===== src/include/bcd_div_pkg.sv =====
// Functional notes
// - divide step adds divisor until decimal overflow
// - count in low four bits, upper bits zero
// - remainder keeps the overflowing sum
// - divisor is never written by this unit
// - all-zero sum counts as overflow, stops
// - divide step leaves decimal carry untouched
// - twelve-digit add, nothing carries into extension
// - left shift moves top digit into extension
// - divisor outside, remainder held inside unit
// - normalised divisor gives at most nine steps
package bcd_div_pkg;
	localparam int unsigned DIGIT_W = 4;
	localparam int unsigned MANT_DIGITS = 12;
	localparam int unsigned MANT_W = DIGIT_W * MANT_DIGITS;
	localparam int unsigned RESULT_W = 16;
	localparam logic [4:0] BCD_MAX_DIGIT = 5'h09;
	localparam logic [4:0] BCD_ADJUST = 5'h06;
	localparam logic [DIGIT_W-1:0] BCD_NINE = 4'h9;
	localparam logic [DIGIT_W-1:0] COUNT_LIMIT = 4'hf;
	localparam logic [DIGIT_W-1:0] COUNT_ONE = 4'h1;
	localparam logic [DIGIT_W-1:0] DIGIT_ZERO = 4'h0;
	localparam logic [MANT_W-1:0] MANT_ZERO = '0;
	localparam logic [RESULT_W-DIGIT_W-1:0] COUNT_UPPER_ZERO = 12'h000;

	typedef enum logic [2:0] {
		load_remainder_op,
		load_extension_op,
		complement_op,
		add_once_op,
		mantissa_left_shift_op,
		divide_step_op
	} op_t;

	typedef struct packed {
		op_t op;
		logic [MANT_W-1:0] data;
	} cmd_t;
endpackage


===== src/rtl/bcd_add12.sv =====
`timescale 1ns/1ps
// ripple BCD adder, one decimal digit per generate slice
module bcd_add12 import bcd_div_pkg::*; #(
	parameter int unsigned DIGITS = MANT_DIGITS
) (
	input wire logic [DIGITS*DIGIT_W-1:0] augend,
	input wire logic [DIGITS*DIGIT_W-1:0] addend,
	output logic [DIGITS*DIGIT_W-1:0] sum,
	output logic carry_out
);
	logic [DIGITS:0] carry;

	assign carry[0] = 1'b0;
	assign carry_out = carry[DIGITS];

	// each slice: binary add, then add six when above nine
	genvar i;
	generate
		for (i = 0; i < DIGITS; i++) begin : g_digit
			wire [4:0] raw;
			wire [4:0] fixed;
			assign raw = {1'b0, augend[i*DIGIT_W +: DIGIT_W]} + {1'b0, addend[i*DIGIT_W +: DIGIT_W]}
				+ {4'h0, carry[i]};
			assign fixed = raw + BCD_ADJUST;
			assign carry[i+1] = raw > BCD_MAX_DIGIT;
			assign sum[i*DIGIT_W +: DIGIT_W] = carry[i+1] ? fixed[DIGIT_W-1:0] : raw[DIGIT_W-1:0];
		end
	endgenerate
endmodule


===== src/rtl/bcd_divide_step_unit.sv =====
`timescale 1ns/1ps
// mantissa datapath for the divide step and its helper operations
module bcd_divide_step_unit import bcd_div_pkg::*; #(
	parameter logic [DIGIT_W-1:0] STEP_LIMIT = COUNT_LIMIT
) (
	input wire logic CLOCK,
	input wire logic RST_B,
	input wire logic OP_VALID,
	input wire cmd_t OP_CMD,
	input wire logic [MANT_W-1:0] DIVISOR,
	output logic BUSY,
	output logic DONE,
	output logic [RESULT_W-1:0] COUNT_RESULT,
	output logic [MANT_W-1:0] REMAINDER,
	output logic [DIGIT_W-1:0] EXT_DIGIT,
	output logic DECIMAL_CARRY_FLAG,
	output logic REMAINDER_ZERO
);
	typedef enum logic {idle_s, step_s} state_t;

	state_t state;
	state_t next_state;
	logic [MANT_W-1:0] remainder_reg;
	logic [MANT_W-1:0] next_remainder;
	logic [DIGIT_W-1:0] extension_reg;
	logic [DIGIT_W-1:0] next_extension;
	logic [DIGIT_W-1:0] step_count;
	logic [DIGIT_W-1:0] next_count;
	logic decimal_carry_flag;
	logic next_carry_flag;
	logic next_done;

	// zero test is needed on the sum and on the next remainder
	function automatic logic mant_is_zero(input logic [MANT_W-1:0] m);
		mant_is_zero = (m == MANT_ZERO);
	endfunction

	// digit-wise nines complement, firmware's tool before a divide step
	function automatic logic [MANT_W-1:0] nines(input logic [MANT_W-1:0] m);
		logic [MANT_W-1:0] r;
		r = MANT_ZERO;
		for (int d = 0; d < MANT_DIGITS; d++) begin
			r[d*DIGIT_W +: DIGIT_W] = BCD_NINE - m[d*DIGIT_W +: DIGIT_W];
		end
		nines = r;
	endfunction

	// the divisor is only an adder operand; nothing here can write it
	wire [MANT_W-1:0] sum;
	wire carry_out;

	bcd_add12 #(
		.DIGITS(MANT_DIGITS)
	) u_add (
		.augend(remainder_reg),
		.addend(DIVISOR),
		.sum(sum),
		.carry_out(carry_out)
	);

	// command decode; a command arriving while busy is ignored
	wire accept = OP_VALID && (state == idle_s);
	wire do_load_rem = accept && (OP_CMD.op == load_remainder_op);
	wire do_load_ext = accept && (OP_CMD.op == load_extension_op);
	wire do_complement = accept && (OP_CMD.op == complement_op);
	wire do_add_once = accept && (OP_CMD.op == add_once_op);
	wire do_shift = accept && (OP_CMD.op == mantissa_left_shift_op);
	wire do_divide = accept && (OP_CMD.op == divide_step_op);
	wire stepping = (state == step_s);

	// a zero sum also ends the step, so the count is one short there
	wire overflow = carry_out || mant_is_zero(sum);
	// the limit only guards against an unnormalised or zero divisor
	wire at_limit = (step_count == STEP_LIMIT);
	wire finish = stepping && (overflow || at_limit);

	// shift: top digit drops into the extension, zero enters below
	wire [MANT_W-1:0] shifted = {remainder_reg[MANT_W-DIGIT_W-1:0], DIGIT_ZERO};
	wire [DIGIT_W-1:0] top_digit = remainder_reg[MANT_W-1 -: DIGIT_W];

	// each step cycle stores the sum, including the overflowing one
	assign next_remainder = stepping ? sum :
		do_load_rem ? OP_CMD.data :
		do_complement ? nines(remainder_reg) :
		do_add_once ? sum :
		do_shift ? shifted :
		remainder_reg;

	// the adder never feeds the extension digit
	assign next_extension = do_shift ? top_digit :
		do_load_ext ? OP_CMD.data[DIGIT_W-1:0] :
		extension_reg;

	// count every in-range addition made before step_count reaches STEP_LIMIT
	assign next_count = do_divide ? DIGIT_ZERO :
		(stepping && !finish) ? step_count + COUNT_ONE :
		step_count;

	// only the single add touches the flag; the divide step does not
	assign next_carry_flag = do_add_once ? carry_out : decimal_carry_flag;

	// sequencer: idle takes commands, step keeps adding until the end condition
	always_comb begin
		next_state = state;
		unique case (state)
			idle_s: begin
				next_state = do_divide ? step_s : idle_s;
			end
			step_s: begin
				next_state = finish ? idle_s : step_s;
			end
		endcase
	end

	// one-cycle ops finish at once, the divide step when it stops
	assign next_done = (accept && !do_divide) || finish;

	// sequencer state
	always_ff @(posedge CLOCK or negedge RST_B) begin
		if (!RST_B) begin
			state <= idle_s;
		end else begin
			state <= next_state;
		end
	end

	// working remainder; the overflowing sum stays here for firmware to repair
	always_ff @(posedge CLOCK or negedge RST_B) begin
		if (!RST_B) begin
			remainder_reg <= MANT_ZERO;
		end else begin
			remainder_reg <= next_remainder;
		end
	end

	// extension digit, written only by the shift and an explicit load
	always_ff @(posedge CLOCK or negedge RST_B) begin
		if (!RST_B) begin
			extension_reg <= DIGIT_ZERO;
		end else begin
			extension_reg <= next_extension;
		end
	end

	// step counter restarts on every divide step
	always_ff @(posedge CLOCK or negedge RST_B) begin
		if (!RST_B) begin
			step_count <= DIGIT_ZERO;
		end else begin
			step_count <= next_count;
		end
	end

	// decimal carry; the divide step overflows but must leave it alone
	always_ff @(posedge CLOCK or negedge RST_B) begin
		if (!RST_B) begin
			decimal_carry_flag <= 1'b0;
		end else begin
			decimal_carry_flag <= next_carry_flag;
		end
	end

	// upper twelve result bits are wired to zero constants in the flop
	always_ff @(posedge CLOCK or negedge RST_B) begin
		if (!RST_B) begin
			COUNT_RESULT <= {COUNT_UPPER_ZERO, DIGIT_ZERO};
		end else begin
			COUNT_RESULT <= {COUNT_UPPER_ZERO, next_count};
		end
	end

	// busy mirrors the sequencer, so a request seen with busy low is taken
	always_ff @(posedge CLOCK or negedge RST_B) begin
		if (!RST_B) begin
			BUSY <= 1'b0;
		end else begin
			BUSY <= (next_state == step_s);
		end
	end

	// done pulses for one cycle when any command finishes
	always_ff @(posedge CLOCK or negedge RST_B) begin
		if (!RST_B) begin
			DONE <= 1'b0;
		end else begin
			DONE <= next_done;
		end
	end

	// remainder copy, loaded from the same next value as the working register
	always_ff @(posedge CLOCK or negedge RST_B) begin
		if (!RST_B) begin
			REMAINDER <= MANT_ZERO;
		end else begin
			REMAINDER <= next_remainder;
		end
	end

	// extension copy
	always_ff @(posedge CLOCK or negedge RST_B) begin
		if (!RST_B) begin
			EXT_DIGIT <= DIGIT_ZERO;
		end else begin
			EXT_DIGIT <= next_extension;
		end
	end

	// carry copy
	always_ff @(posedge CLOCK or negedge RST_B) begin
		if (!RST_B) begin
			DECIMAL_CARRY_FLAG <= 1'b0;
		end else begin
			DECIMAL_CARRY_FLAG <= next_carry_flag;
		end
	end

	// zero test on the value being stored, so flag and remainder move together
	always_ff @(posedge CLOCK or negedge RST_B) begin
		if (!RST_B) begin
			REMAINDER_ZERO <= 1'b1;
		end else begin
			REMAINDER_ZERO <= mant_is_zero(next_remainder);
		end
	end
endmodule


===== config.mk =====
export PLATFORM = sky130hd
export DESIGN_NAME = bcd_divide_step_unit
export DESIGN_NICKNAME = d
export VERILOG_FILES = /design/src/include/bcd_div_pkg.sv /design/src/rtl/bcd_add12.sv /design/src/rtl/bcd_divide_step_unit.sv
export SDC_FILE = /design/constraint.sdc
export NUM_CORES = 1
export LEC_CHECK = 0
export BUFFER_PORTS_ARGS = -buffer_cell sky130_fd_sc_hd__buf_4
export CAP_MARGIN = 10
export CORE_AREA = 2 2 155 157
export CTS_BUF_LIST = sky130_fd_sc_hd__clkbuf_4
export DETAILED_ROUTE_END_ITERATION = 8
export DIE_AREA = 0 0 157 159
export PLACE_DENSITY = 0.55
export SYNTH_ARGS = -nofsm -noshare
export SYNTH_HDL_FRONTEND = slang
export SYNTH_SLANG_ARGS = --single-unit

===== constraint.sdc =====
create_clock -name CLOCK -period 66 [get_ports CLOCK]
set_clock_uncertainty 0.05 [all_clocks]
set_input_delay 6.6 -clock CLOCK [delete_from_list [all_inputs] [get_ports CLOCK]]
set_output_delay 6.6 -clock CLOCK [all_outputs]
set_load 0.02 [all_outputs]

Word level (Yosys, flattened, before mapping) --
Cells that the tools add are included. W data, S select, Z words.
Storage, ports and cells: flip-flop bits (word level) 60, latch bits 0, bits in writable memories 0, memory bits (read-only) 0, input port bits 102, memories 0
Cells by class: add/sub/neg operators 48, multipliers 0, divide/modulo/power cells 0, magnitude comparators 12, equal/unequal tests 6, shifts and indexed selects 0, multiplexer cells 24, bitwise gates (word level) 1, reductions and logical operators 20
Operators by type and width (count):
- $mux W48 | 5
- $logic_not A48 Y1 | 2
- $mux W4 | 16
- $add A4 B4 Y5 | 12
- $gt A5 B4 Y1 const B | 12
- $add A5 B1 Y5 | 11
- $add A4 B3 Y4 const B | 12
- $sub A4 B4 Y4 const A | 12
- $logic_and A1 B1 Y1 | 10
- $eq A3 B2 Y1 const B | 2
- $eq A3 B3 Y1 const B | 2
- $add A4 B1 Y4 const B | 1
- $eq A4 B4 Y1 const B | 1
- $reduce_bool A2 Y1 | 2
- $eq A3 B1 Y1 const B | 1
- $logic_not A3 Y1 | 1
- $logic_or A1 B1 Y1 | 3
- $logic_not A1 Y1 | 2
- $mux W1 | 2
- $pmux W1 S2 | 1
- $not A1 Y1 | 1

Logic depth before layout (Yosys ltp) --
Gate-level depths: netlist of run 1.
word-level depth 33, gate-level depth with buffers 111, gate-level depth less buffers 111

Hierarchy --
Synthesis of run 1 repeated with hierarchy kept, for this count alone.
Second synthesis, totals: cell total of the unflattened synthesis 902, area, all modules 7490.9 sq um
Modules (own cells, without submodules):
- bcd_divide_step_unit | times used 1, cells each 555, area each 4606.9 sq um, sequential area each 1502.7 sq um
- bcd_add12 | times used 1, cells each 347, area each 2884.0 sq um, sequential area each 0.0 sq um

Worst setup path after synthesis of run 1 --
OpenSTA, ideal clock, no wires.
kind input port to flip-flop, start in DIVISOR[0], end reg REMAINDER_ZERO, arrival 27302 ps, data required time 65861 ps, slack 38559 ps, stages on the path 104, buffers on the path 0, path through ha_1 > inv_1 > fa_1 > xor2_1 > ha_1 > a21boi_0 > o31ai_1 > inv_1 > fa_1 > inv_1 > fa_1 > xor2_1 > inv_1 > ha_1 > a21boi_0 > o31ai_1 > inv_1 > fa_1 > [... 68 more ...] > inv_1 > ha_1 > nand2b_1 > a21o_1 > o21ai_1 > inv_1 > fa_1 > inv_1 > fa_1 > inv_1 > ha_1 > nand2_1 > a31oi_1 > mux2_2 > a221o_1 > a21oi_1 > or4_1 > nor4b_2
Between the ends: cells in the longest elaborated chain, start to end 30, elaborated cells between the ends (all ways) 53, classes of those cells 24 x add/sub; 12 x order compare; 16 x mux; 1 x reduce/logical
Ends and longest elaborated chain:
- start, declared | line bcd_divide_step_unit.sv:10 | input wire logic [MANT_W-1:0] DIVISOR,
- $add A4 B4 Y5 (*) | line bcd_add12.sv:22 | assign raw = {1'b0, augend[i*DIGIT_W +: DIGIT_W]} + {1'b0, addend[i*DIGIT_W +: DIGIT_W]}
- $gt A5 B4 Y1 (*) | line bcd_add12.sv:25 | assign carry[i+1] = raw > BCD_MAX_DIGIT;
- $add A5 B1 Y5 (*) | line bcd_add12.sv:23 | + {4'h0, carry[i]};
- $gt A5 B4 Y1 (*) | line bcd_add12.sv:25
- $add A5 B1 Y5 (*) | line bcd_add12.sv:23
- $gt A5 B4 Y1 (*) | line bcd_add12.sv:25
- $add A5 B1 Y5 (*) | line bcd_add12.sv:23
- $gt A5 B4 Y1 (*) | line bcd_add12.sv:25
- [... 15 more ...]
- $add A4 B3 Y4 / $gt A5 B4 Y1 (equally long branches) | line bcd_add12.sv:24, bcd_add12.sv:25
- $mux W4 (*) | line bcd_add12.sv:26 | assign sum[i*DIGIT_W +: DIGIT_W] = carry[i+1] ? fixed[DIGIT_W-1:0] : raw[DIGIT_W-1:0];
- $mux W48 | line bcd_divide_step_unit.sv:85 | do_add_once ? sum :
- $mux W48 | line bcd_divide_step_unit.sv:84 | do_complement ? nines(remainder_reg) :
- $mux W48 | line bcd_divide_step_unit.sv:83 | do_load_rem ? OP_CMD.data :
- $mux W48 (*) | line bcd_divide_step_unit.sv:82 | assign next_remainder = stepping ? sum :
- net next_remainder[46] | line bcd_divide_step_unit.sv:24 | logic [MANT_W-1:0] next_remainder;
- $logic_not A48 Y1 (*) | line bcd_divide_step_unit.sv:35 | mant_is_zero = (m == MANT_ZERO);
- end signal, assigned | line bcd_divide_step_unit.sv:222 | REMAINDER_ZERO <= mant_is_zero(next_remainder);
- end, declared | line bcd_divide_step_unit.sv:17 | output logic REMAINDER_ZERO
The timed path passes the listed nets; every way through them passes the cells marked *. A chain may end at the register's enable or synchronous reset.

Worst setup path after layout of run 1 --
Ends and elaborated chain as after synthesis.

==> metrics.txt, run 1 <==
status finished, final reports clean; most numerous cell on the critical path inv_1; most common cell in the netlist a21oi_1; unrepaired setup endpoints after global routing false; asr flop ratio synth 1.00; number of synthesized register bits 60; met3 routed wirelength about 3.3 mm; Synth area leaders dfrtp_1 (18%), ha_1 (11%), a21oi_1 (8.5%); Max clock buf depth 2; total grt overflow 0; HPWL after DPL 25.5 mm; max reg flops 48; Layout Nets around 1400; Synth Flop Type dfrtp_1; Req. time, crit path about 66 ns; worst-path fanout max 6; initial antenna violation count 2; # resized after CTS 0; cells after synthesis ~1000; register area share after synthesis 0.187; Fin Setup TNS 0 ns; CTS Hold Bufs 0; final setup fails 0; layout cells sized above 1 0.190; Total Routing Usage GR 0.266; reg2reg start REMAINDER[0]$_DFF_PN0_; GPL Wtd Cong 0.913; TritonCTS Buffers 9; Worst Setup Path Type in2reg; die height around 160 um; drt first-iter violations roughly 870; Die W 157 um; CP Data Arrival Time between 30 and 40 ns; largest net degree at the start of global routing 66; synthesized area 8030 um^2; post-synth top area share 0.184; vias in the first global route about 8300; # rows 56; slowest CP cell or4_1; Routed WL between 30 and 40 mm; CP Capture Type flip-flop; Hold Crit Depth 2; CTS tree yes; Initial Utilization 0.346; EDFF count, synth 0; Fin. Hold Viols 0; Slew HR 0.273; reg-to-reg slack, setup 41.41 ns; Reg2Reg Depth ~110; Avg Vias per Cell between 5 and 6; Avg Cell Area, Syn about 7.7 um^2; CTS root buf clkbuf_4; actual slew at the worst max-slew pin between 1 and 1.5 ns; Post-synth top cells a21oi_1 (137), inv_1 (110), nand2_1 (74); Hold Startpoint decimal_carry_flag$_DFFE_PN0P_; Area growth syn-to-layout 20.0%; Routed Antenna Nets 0; I/O Pins 174; Setup WS post-layout between 30 and 40 ns; Hold EP decimal_carry_flag$_DFFE_PN0P_; startpoint types input pin; RR Endpoint REMAINDER_ZERO$_DFF_PN1_; CORE AREA 23200 um^2; post-synth top area cell dfrtp_1; Final Max Tran Viols 0; WL met1 around 14 mm; WL/cell 22.3 um; die area 25000 um^2; postcts setup bufs 0; Max Cap Viol 0; Yosys warning count 0; Residual DRC 0; CTS clk-pin slew, worst paths approximately 0.12 ns; global-route wire length before repair around 50 mm; Highest Clock Rate 33.1 MHz; dpl ws 35.55 ns; H-tree depth 3; WL met2 approximately 15 mm; CP max stage delay 0.58 ns; Hold Crit Class reg2reg; uppermost layer routed met5; count of distinct cell types in the synthesized netlist 80; CTS Sinks 60; drt pass-1 iters 5; min Tclk post-route just over 30 ns; DR vias 8793; ratio of final minimum period to clock period 0.457; number of port buffers 161; Worst-Skew Late Latency between 0.4 and 0.5 ns
## cell families (layout without fill, tap and decap cells)
kind of cell             Yosys count  count (layout)  synth area share
buffers and inverters            172             302            0.0893
AO/OA/AOI/OAI                    357             357             0.284
AND/OR/NAND/NOR                  305             305             0.198
other                              1              13          0.000467
multiplexers                      28              28            0.0365
flip-flops                        60              60             0.187
XOR/XNOR                          30              30            0.0327
adder cells (fa/ha/maj)           96              96             0.171
## routing by layer
| layer | GRT usage | up-vias |
|---|---|---|
| li1 | - | 4052 |
| met1 | 0.353 | 4183 |
| met2 | 0.412 | 468 |
| met3 | 0.0596 | 88 |
| met4 | 0.116 | 2 |
| met5 | 0 | - |
## cell type report
type,count,area [um^2]
Antenna cell,1,2.50
Clock buffer,13,97.6
Clock inverter,3,17.5
Fill cell,2420,13600
Inverter,111,417
Multi-Input combinational cell,828,5880
Sequential cell,60,1500
Tap cell,319,399
Timing Repair Buffer,175,1310
## how the worst max path moves through the flow
stage                          start                       end  slack, ns  depth (start not counted)
after floorplan           DIVISOR[0]  REMAINDER_ZERO$_DFF_PN1_      38.56                        104
after global placement    DIVISOR[0]  REMAINDER_ZERO$_DFF_PN1_      36.34                        108
after detailed placement  DIVISOR[0]  REMAINDER_ZERO$_DFF_PN1_      35.55                        108
after CTS                 DIVISOR[0]  REMAINDER_ZERO$_DFF_PN1_      35.96                        108
after global routing      DIVISOR[0]            BUSY$_DFF_PN0_      34.01                        109
final                     DIVISOR[0]  REMAINDER_ZERO$_DFF_PN1_      35.81                        108
## cell usage in the layout (no fill, tap or decap), drive strengths merged, types with 11 or more instances in the layout
cell type / synthesis / routed
clkbuf: 31 / 13
mux2i: 18 / 18
inv: 111 / 111
nand3b: 14 / 14
o21a: 13 / 13
dfrtp: 59 / 59
o22ai: 11 / 11
a21oi: 137 / 137
ha: 73 / 73
nand2b: 20 / 20
conb: 1 / 12
a21o: 21 / 21
nor2: 73 / 73
fa: 23 / 23
nor3: 23 / 23
nand2: 74 / 74
nand3: 28 / 28
buf: 30 / 175
xor2: 18 / 18
o21ai: 57 / 57
xnor2: 12 / 12
a31oi: 14 / 14
## through the flow
step / hold WS, ns / cells / util / cell area, um^2
after floorplan: 0.587 / 1060 / - / 8070
after global placement: 0.498 / 1493 / 0.410 / 9520
after detailed placement: 0.503 / 1493 / 0.410 / 9520
after CTS: 0.531 / 1509 / 0.415 / 9630
after global routing: 0.598 / 1510 / 0.415 / 9630
final: 0.513 / 1510 / 0.415 / 9630
## worst max-delay path: cells and delay by family
family          cells  cell delay (ns)
compound gates     25             5.84
xor+xnor            9             2.57
fa+ha+maj          36            10.84
buf+inv            30             2.85
mux                 3             0.77
simple gates        5             1.07
Power of run 1 is left out: the tool's default activity adds up to more than one toggle a clock period on the data nets, which glitch-free logic cannot reach.
==> inputs of run 2 (changes only) <==
--- a/config.mk
+++ b/config.mk
@@ -11,7 +11,7 @@
 export CTS_BUF_LIST = sky130_fd_sc_hd__clkbuf_4
 export DETAILED_ROUTE_END_ITERATION = 8
 export DIE_AREA = 0 0 157 159
-export PLACE_DENSITY = 0.55
+export PLACE_DENSITY = 0.57
 export SYNTH_ARGS = -nofsm -noshare
 export SYNTH_HDL_FRONTEND = slang
 export SYNTH_SLANG_ARGS = --single-unit
==> constraint.sdc (replaced) <==
create_clock -name CLOCK -period 26.1 [get_ports CLOCK]
set_clock_uncertainty 0.05 [all_clocks]
set_input_delay 2.61 -clock CLOCK [delete_from_list [all_inputs] [get_ports CLOCK]]
set_output_delay 2.61 -clock CLOCK [all_outputs]
set_load 0.02 [all_outputs]
==> metrics.txt, run 2 (synthesized netlist as in run 1, its figures left out) <==
Worst-Skew Late Latency 0.47 ns (about the same); CTS tree yes (unchanged); GPL Wtd Cong 0.930 (was 0.913); actual slew at the worst max-slew pin 1.14 ns (was 1.08 ns); # rows 56 (unchanged); CORE AREA 23200 um^2 (unchanged); initial antenna violation count 1 (was 2); commonest non-fill, non-tap cells in the layout buf_4 (181), a21oi_1 (136), inv_1 (110), nand2_1 (74), ha_1 (73) (was buf_4 (175), a21oi_1 (137), inv_1 (110), nand2_1 (74), ha_1 (73)); die area 25000 um^2 (unchanged); DP Cell Count 1493 (unchanged); CTS clk-pin slew, worst paths 0.11 ns (was 0.12 ns); Total Routing Usage GR 0.262 (was 0.266); Routed WL 33.7 mm (about the same); WL/cell 22.2 um (was 22.3 um); most numerous cell on the critical path inv_1 (unchanged); drt first-iter violations 1032 (was 871); total grt overflow 0 (unchanged); design area 9840 um^2 (was 9630 um^2); commonest non-fill, non-tap cell in the layout buf_4 (unchanged); final setup fails 0 (unchanged); Hold Crit Class reg2reg (unchanged); drt pass-1 iters 6 (was 5); ratio of final minimum period to clock period 0.943; Residual DRC 0 (unchanged); CTS root buf clkbuf_4 (unchanged); reg2reg start REMAINDER[0]$_DFF_PN0_ (unchanged); slowest CP cell or4_1 (unchanged); DR vias 8939 (was 8793); CP startpoint DIVISOR[0] (unchanged); min Tclk post-route approximately 25 ns; die height 159 um (unchanged); Fin. Hold Viols 0 (unchanged); Avg Vias per Cell 5.90 (was 5.82); vias in the first global route 8428 (was 8322); H-tree depth 3 (unchanged); Initial Utilization 0.346 (unchanged); Slew HR 0.232 (was 0.273); CP Data Arrival Time 24.95 ns (was 30.52 ns); worst-path fanout max 6 (unchanged); Final Max Tran Viols 0 (unchanged); Req. time, crit path 26.42 ns (was 66.33 ns); max reg flops 48 (unchanged); CTS Sinks 60 (unchanged); Worst Setup Path Type in2reg (unchanged); CP Capture Type flip-flop (unchanged); global-route wire length before repair 50.1 mm (was 50.2 mm); Hold Startpoint decimal_carry_flag$_DFFE_PN0P_ (unchanged); Layout Nets 1389 (was 1383); I/O Pins 174 (unchanged); number of port buffers 161 (unchanged); Routed Antenna Nets 0 (unchanged); FILL cells 2387 (was 2420); layout cells sized above 1 0.208 (was 0.190); largest net degree at the start of global routing 61 (was 66); TritonCTS Buffers 9 (unchanged); Fin Setup TNS 0 ns (unchanged); Max Cap Viol 0 (unchanged); Post-DP Area 9520 um^2 (about the same); CP max stage delay 0.57 ns (was 0.58 ns); status finished, final reports clean (unchanged); Die W 157 um (unchanged); Highest Clock Rate between 40 and 50 MHz; Area growth syn-to-layout 22.6% (was 20.0%); Max clock buf depth 2 (unchanged); HPWL after DPL 25.4 mm (was 25.5 mm); post-route insts no fill 1516 (was 1510); startpoint types input pin (unchanged)
## run 2: cell count changes in the layout (fill, tap and decap cells not counted), sizes merged
cell / previous run / this run
clkbuf: 13 / 11
bufinv: 0 / 2
buf: 175 / 181
clkinv: 2 / 3
clkinvlp: 1 / 0
## run 2: critical path: cells and delay by family
family,cells,cell delay [ns]
AO/OA/AOI/OAI,25,4.91
buffers and inverters,32,3.16
XOR/XNOR,4,0.87
adder cells (fa/ha/maj),36,11.69
AND/OR/NAND/NOR,7,1.17
multiplexers,3,0.49
## run 2: worst paths after layout
path	endpoint	slack [ns]	cells after the start
setup / recovery	REMAINDER_ZERO$_DFF_PN1_	1.48	107
hold / removal	decimal_carry_flag$_DFFE_PN0P_	0.52	2
setup reg to reg	REMAINDER_ZERO$_DFF_PN1_	3.12	106
hold reg to reg	decimal_carry_flag$_DFFE_PN0P_	0.52	2
max in group asynchronous	BUSY$_DFF_PN0_	23.14	1
min in group asynchronous	REMAINDER[14]$_DFF_PN0_	2.21	1
## run 2: repair_timing
item | in CTS | in global routing
hold buffers | 0 | 0
setup buffers | 0 | 6
resized for setup | 0 | 20
endpoints found under the setup margin | 0 | 12
## run 2: cell type report
cell class	count	area, um^2	area share
Multi-Input combinational cell	828	6000	0.610
Antenna cell	1	2.50	0.000254
Tap cell	319	399	0.0405
Timing Repair Buffer	181	1360	0.138
Inverter	111	417	0.0423
Clock inverter	5	76.3	0.00775
Sequential cell	60	1500	0.153
Clock buffer	11	82.6	0.00839
## run 2: per-stage QoR
step                      worst slack, ns  hold slack, ns  utilization
after floorplan                      2.65           0.587            -
after global placement              0.557           0.507        0.410
after detailed placement           -0.138           0.514        0.410
after CTS                           0.244           0.537        0.417
after global routing              -0.0296           0.557        0.424
final                                1.48           0.519        0.424
## run 2: routing by layer
layer | track usage | vias up | routed length, um
met2 | 0.405 | 547 | 14800
met1 | 0.350 | 4213 | 13700
met4 | 0.118 | 0 | 1760
met3 | 0.0561 | 112 | 3440
li1 | - | 4067 | -
met5 | 0 | - | 0
Power of run 2 is left out for the same reason.
==> inputs of run 3 (changes only) <==
--- a/config.mk
+++ b/config.mk
@@ -9,8 +9,10 @@
 export CAP_MARGIN = 10
 export CORE_AREA = 2 2 155 157
 export CTS_BUF_LIST = sky130_fd_sc_hd__clkbuf_4
+export CTS_CLUSTER_DIAMETER = 80
 export DETAILED_ROUTE_END_ITERATION = 8
 export DIE_AREA = 0 0 157 159
+export GPL_ROUTABILITY_DRIVEN = 0
 export PLACE_DENSITY = 0.57
 export SYNTH_ARGS = -nofsm -noshare
 export SYNTH_HDL_FRONTEND = slang
==> constraint.sdc (replaced) <==
create_clock -name CLOCK -period 26.1 [get_ports CLOCK]
set_clock_uncertainty 0.05 [all_clocks]
set_input_delay 0 -clock CLOCK [delete_from_list [all_inputs] [get_ports CLOCK]]
set_output_delay 0 -clock CLOCK [all_outputs]
set_load 0.02 [all_outputs]
==> metrics.txt, run 3 (synthesized netlist as in run 1, its figures left out) <==
status finished, final reports clean (unchanged); Max clock buf depth 2 (unchanged); layout cells sized above 1 0.184 (was 0.208); CP max stage delay 0.57 ns (about the same); WL/cell 22.0 um (was 22.2 um); Worst-Skew Late Latency 0.48 ns (was 0.47 ns); die area 25000 um^2 (unchanged); # rows 56 (unchanged); HPWL after DPL 25.2 mm (was 25.4 mm); Post-DP Area 9520 um^2 (about the same); Routed WL 34.3 mm (was 33.7 mm); commonest non-fill, non-tap cells in the layout buf_4 (175), a21oi_1 (137), inv_1 (110), nand2_1 (74), ha_1 (73) (was buf_4 (181), a21oi_1 (136), inv_1 (110), nand2_1 (74), ha_1 (73)); reg-to-reg slack, setup 1.90 ns (was 3.12 ns); CTS tree yes (unchanged); min Tclk post-route 24.20 ns (was 24.62 ns); Avg Vias per Cell 5.81 (was 5.90); RR Endpoint REMAINDER_ZERO$_DFF_PN1_ (unchanged); CTS clk-pin slew, worst paths 0.13 ns (was 0.11 ns); Worst Setup Path Type reg2reg (was in2reg); Hold Crit Depth 4 (was 2); startpoint types flip-flop (was input pin); actual slew at the worst max-slew pin 1.17 ns (was 1.14 ns); CORE AREA 23200 um^2 (unchanged); Area growth syn-to-layout 26.3% (was 22.6%); global-route wire length before repair 50.5 mm (was 50.1 mm); total grt overflow 0 (unchanged); Slew HR 0.212 (was 0.232); CP Data Arrival Time 24.55 ns (was 24.95 ns); TritonCTS Buffers 9 (unchanged); H-tree depth 3 (unchanged); Sequential Area 1500 um^2 (unchanged); unrepaired setup endpoints after global routing false; Residual DRC 0 (unchanged); drt first-iter violations 1076 (was 1032); Max Cap Viol 0 (unchanged); most numerous cell on the critical path inv_1 (unchanged); commonest non-fill, non-tap cell in the layout buf_4 (unchanged); vias in the first global route 8546 (was 8428); worst-path fanout max 6 (unchanged); initial antenna violation count 2 (was 1); max reg flops 48 (unchanged); slowest CP cell or4_1 (unchanged); Total Routing Usage GR 0.267 (was 0.262); CP Capture Type flip-flop (unchanged); post-route insts no fill 1557 (was 1516); Routed Antenna Nets 0 (unchanged); DR vias 9049 (was 8939); final setup fails 0 (unchanged); largest net degree at the start of global routing 67 (was 61); design area 10100 um^2 (was 9840 um^2); Fin. Hold Viols 0 (unchanged); ratio of final minimum period to clock period 0.927 (was 0.943); Die W 157 um (unchanged); utilization after layout 0.437 (was 0.424); die height 159 um (unchanged); Hold EP REMAINDER[4]$_DFF_PN0_ (was decimal_carry_flag$_DFFE_PN0P_); area of the multi-input gates 5910 um^2 (was 6000 um^2); DP Cell Count 1493 (unchanged); CTS Sinks 60 (unchanged); FILL cells 2378 (was 2387); Initial Utilization 0.346 (unchanged); Hold Crit Class in2reg (was reg2reg); Layout Nets 1429 (was 1389); drt pass-1 iters 5 (was 6); postcts setup bufs 0 (unchanged); number of port buffers 161 (unchanged); Final Max Tran Viols 0 (unchanged); Req. time, crit path 26.44 ns (was 26.42 ns); Hold Startpoint OP_CMD[4] (was decimal_carry_flag$_DFFE_PN0P_); I/O Pins 174 (unchanged); CTS root buf clkbuf_4 (unchanged); Reg2Reg Depth 107 (was 106); Fin Setup TNS 0 ns (unchanged); Highest Clock Rate 41.3 MHz (was 40.6 MHz); reg2reg start REMAINDER[0]$_DFF_PN0_ (unchanged)
## run 3: changes by cell type in the layout (fill, tap and decap cells not counted), moves of 3 or more
cell / change
buf_4: -6
xor2_2: -4
a31oi_1: +4
o31ai_2: -3
o31ai_1: +3
xor2_1: +4
a31oi_2: -3
dlygate4sd3_1: +46
## run 3: area by class of cell
class | instances | share of cell area
diodes | 2 | 0.000493
clock buffers | 10 | 0.00740
clock inverters | 6 | 0.00629
inverters | 111 | 0.0411
multi-input cells | 828 | 0.582
flip-flops and latches | 60 | 0.148
well taps | 319 | 0.0393
repair buffers | 221 | 0.175
## run 3: what timing repair did
action,CTS,global route
endpoints found under the hold margin,106,0
gates resized for setup,0,3
hold buffers,46,0
setup endpoints to repair,0,7
## run 3: how the worst max path moves through the flow
stage | startpoint | endpoint | slack [ns] | cells after the start
3_3_place_gp | REMAINDER[0]$_DFF_PN0_ | REMAINDER_ZERO$_DFF_PN1_ | 2.70 | 107
5_1_grt | REMAINDER[0]$_DFF_PN0_ | REMAINDER_ZERO$_DFF_PN1_ | 0.12 | 108
6_report | REMAINDER[0]$_DFF_PN0_ | REMAINDER_ZERO$_DFF_PN1_ | 1.90 | 107
2_1_floorplan | REMAINDER[0]$_DFF_PN0_ | REMAINDER_ZERO$_DFF_PN1_ | 4.70 | 104
4_1_cts | REMAINDER[0]$_DFF_PN0_ | BUSY$_DFF_PN0_ | 1.88 | 107
3_5_place_dp | REMAINDER[0]$_DFF_PN0_ | BUSY$_DFF_PN0_ | 2.00 | 107
## run 3: routing by layer
layer / global-route usage / routed length [um]
met5: 0 / 0
met4: 0.117 / 1540
met3: 0.0514 / 3520
met2: 0.421 / 15400
met1: 0.354 / 13800
## run 3: through the flow
stage	setup WS [ns]	hold WS (ns)
CTS	1.88	0.00503
detailed placement	2.00	0.133
floorplan	4.70	-0.346
finish	1.90	0.0213
global route	0.118	0.0436
global placement	2.70	0.119
## run 3: worst max-delay path, delay by kind of cell, from the launching register on
family	cells	cell delay, ns
XOR/XNOR	9	2.47
flip-flops	1	0.51
adder cells (fa/ha/maj)	36	10.92
AO/OA/AOI/OAI	25	5.58
multiplexers	3	0.76
AND/OR/NAND/NOR	5	1.06
buffers and inverters	29	2.72
Power of run 3 is left out for the same reason.
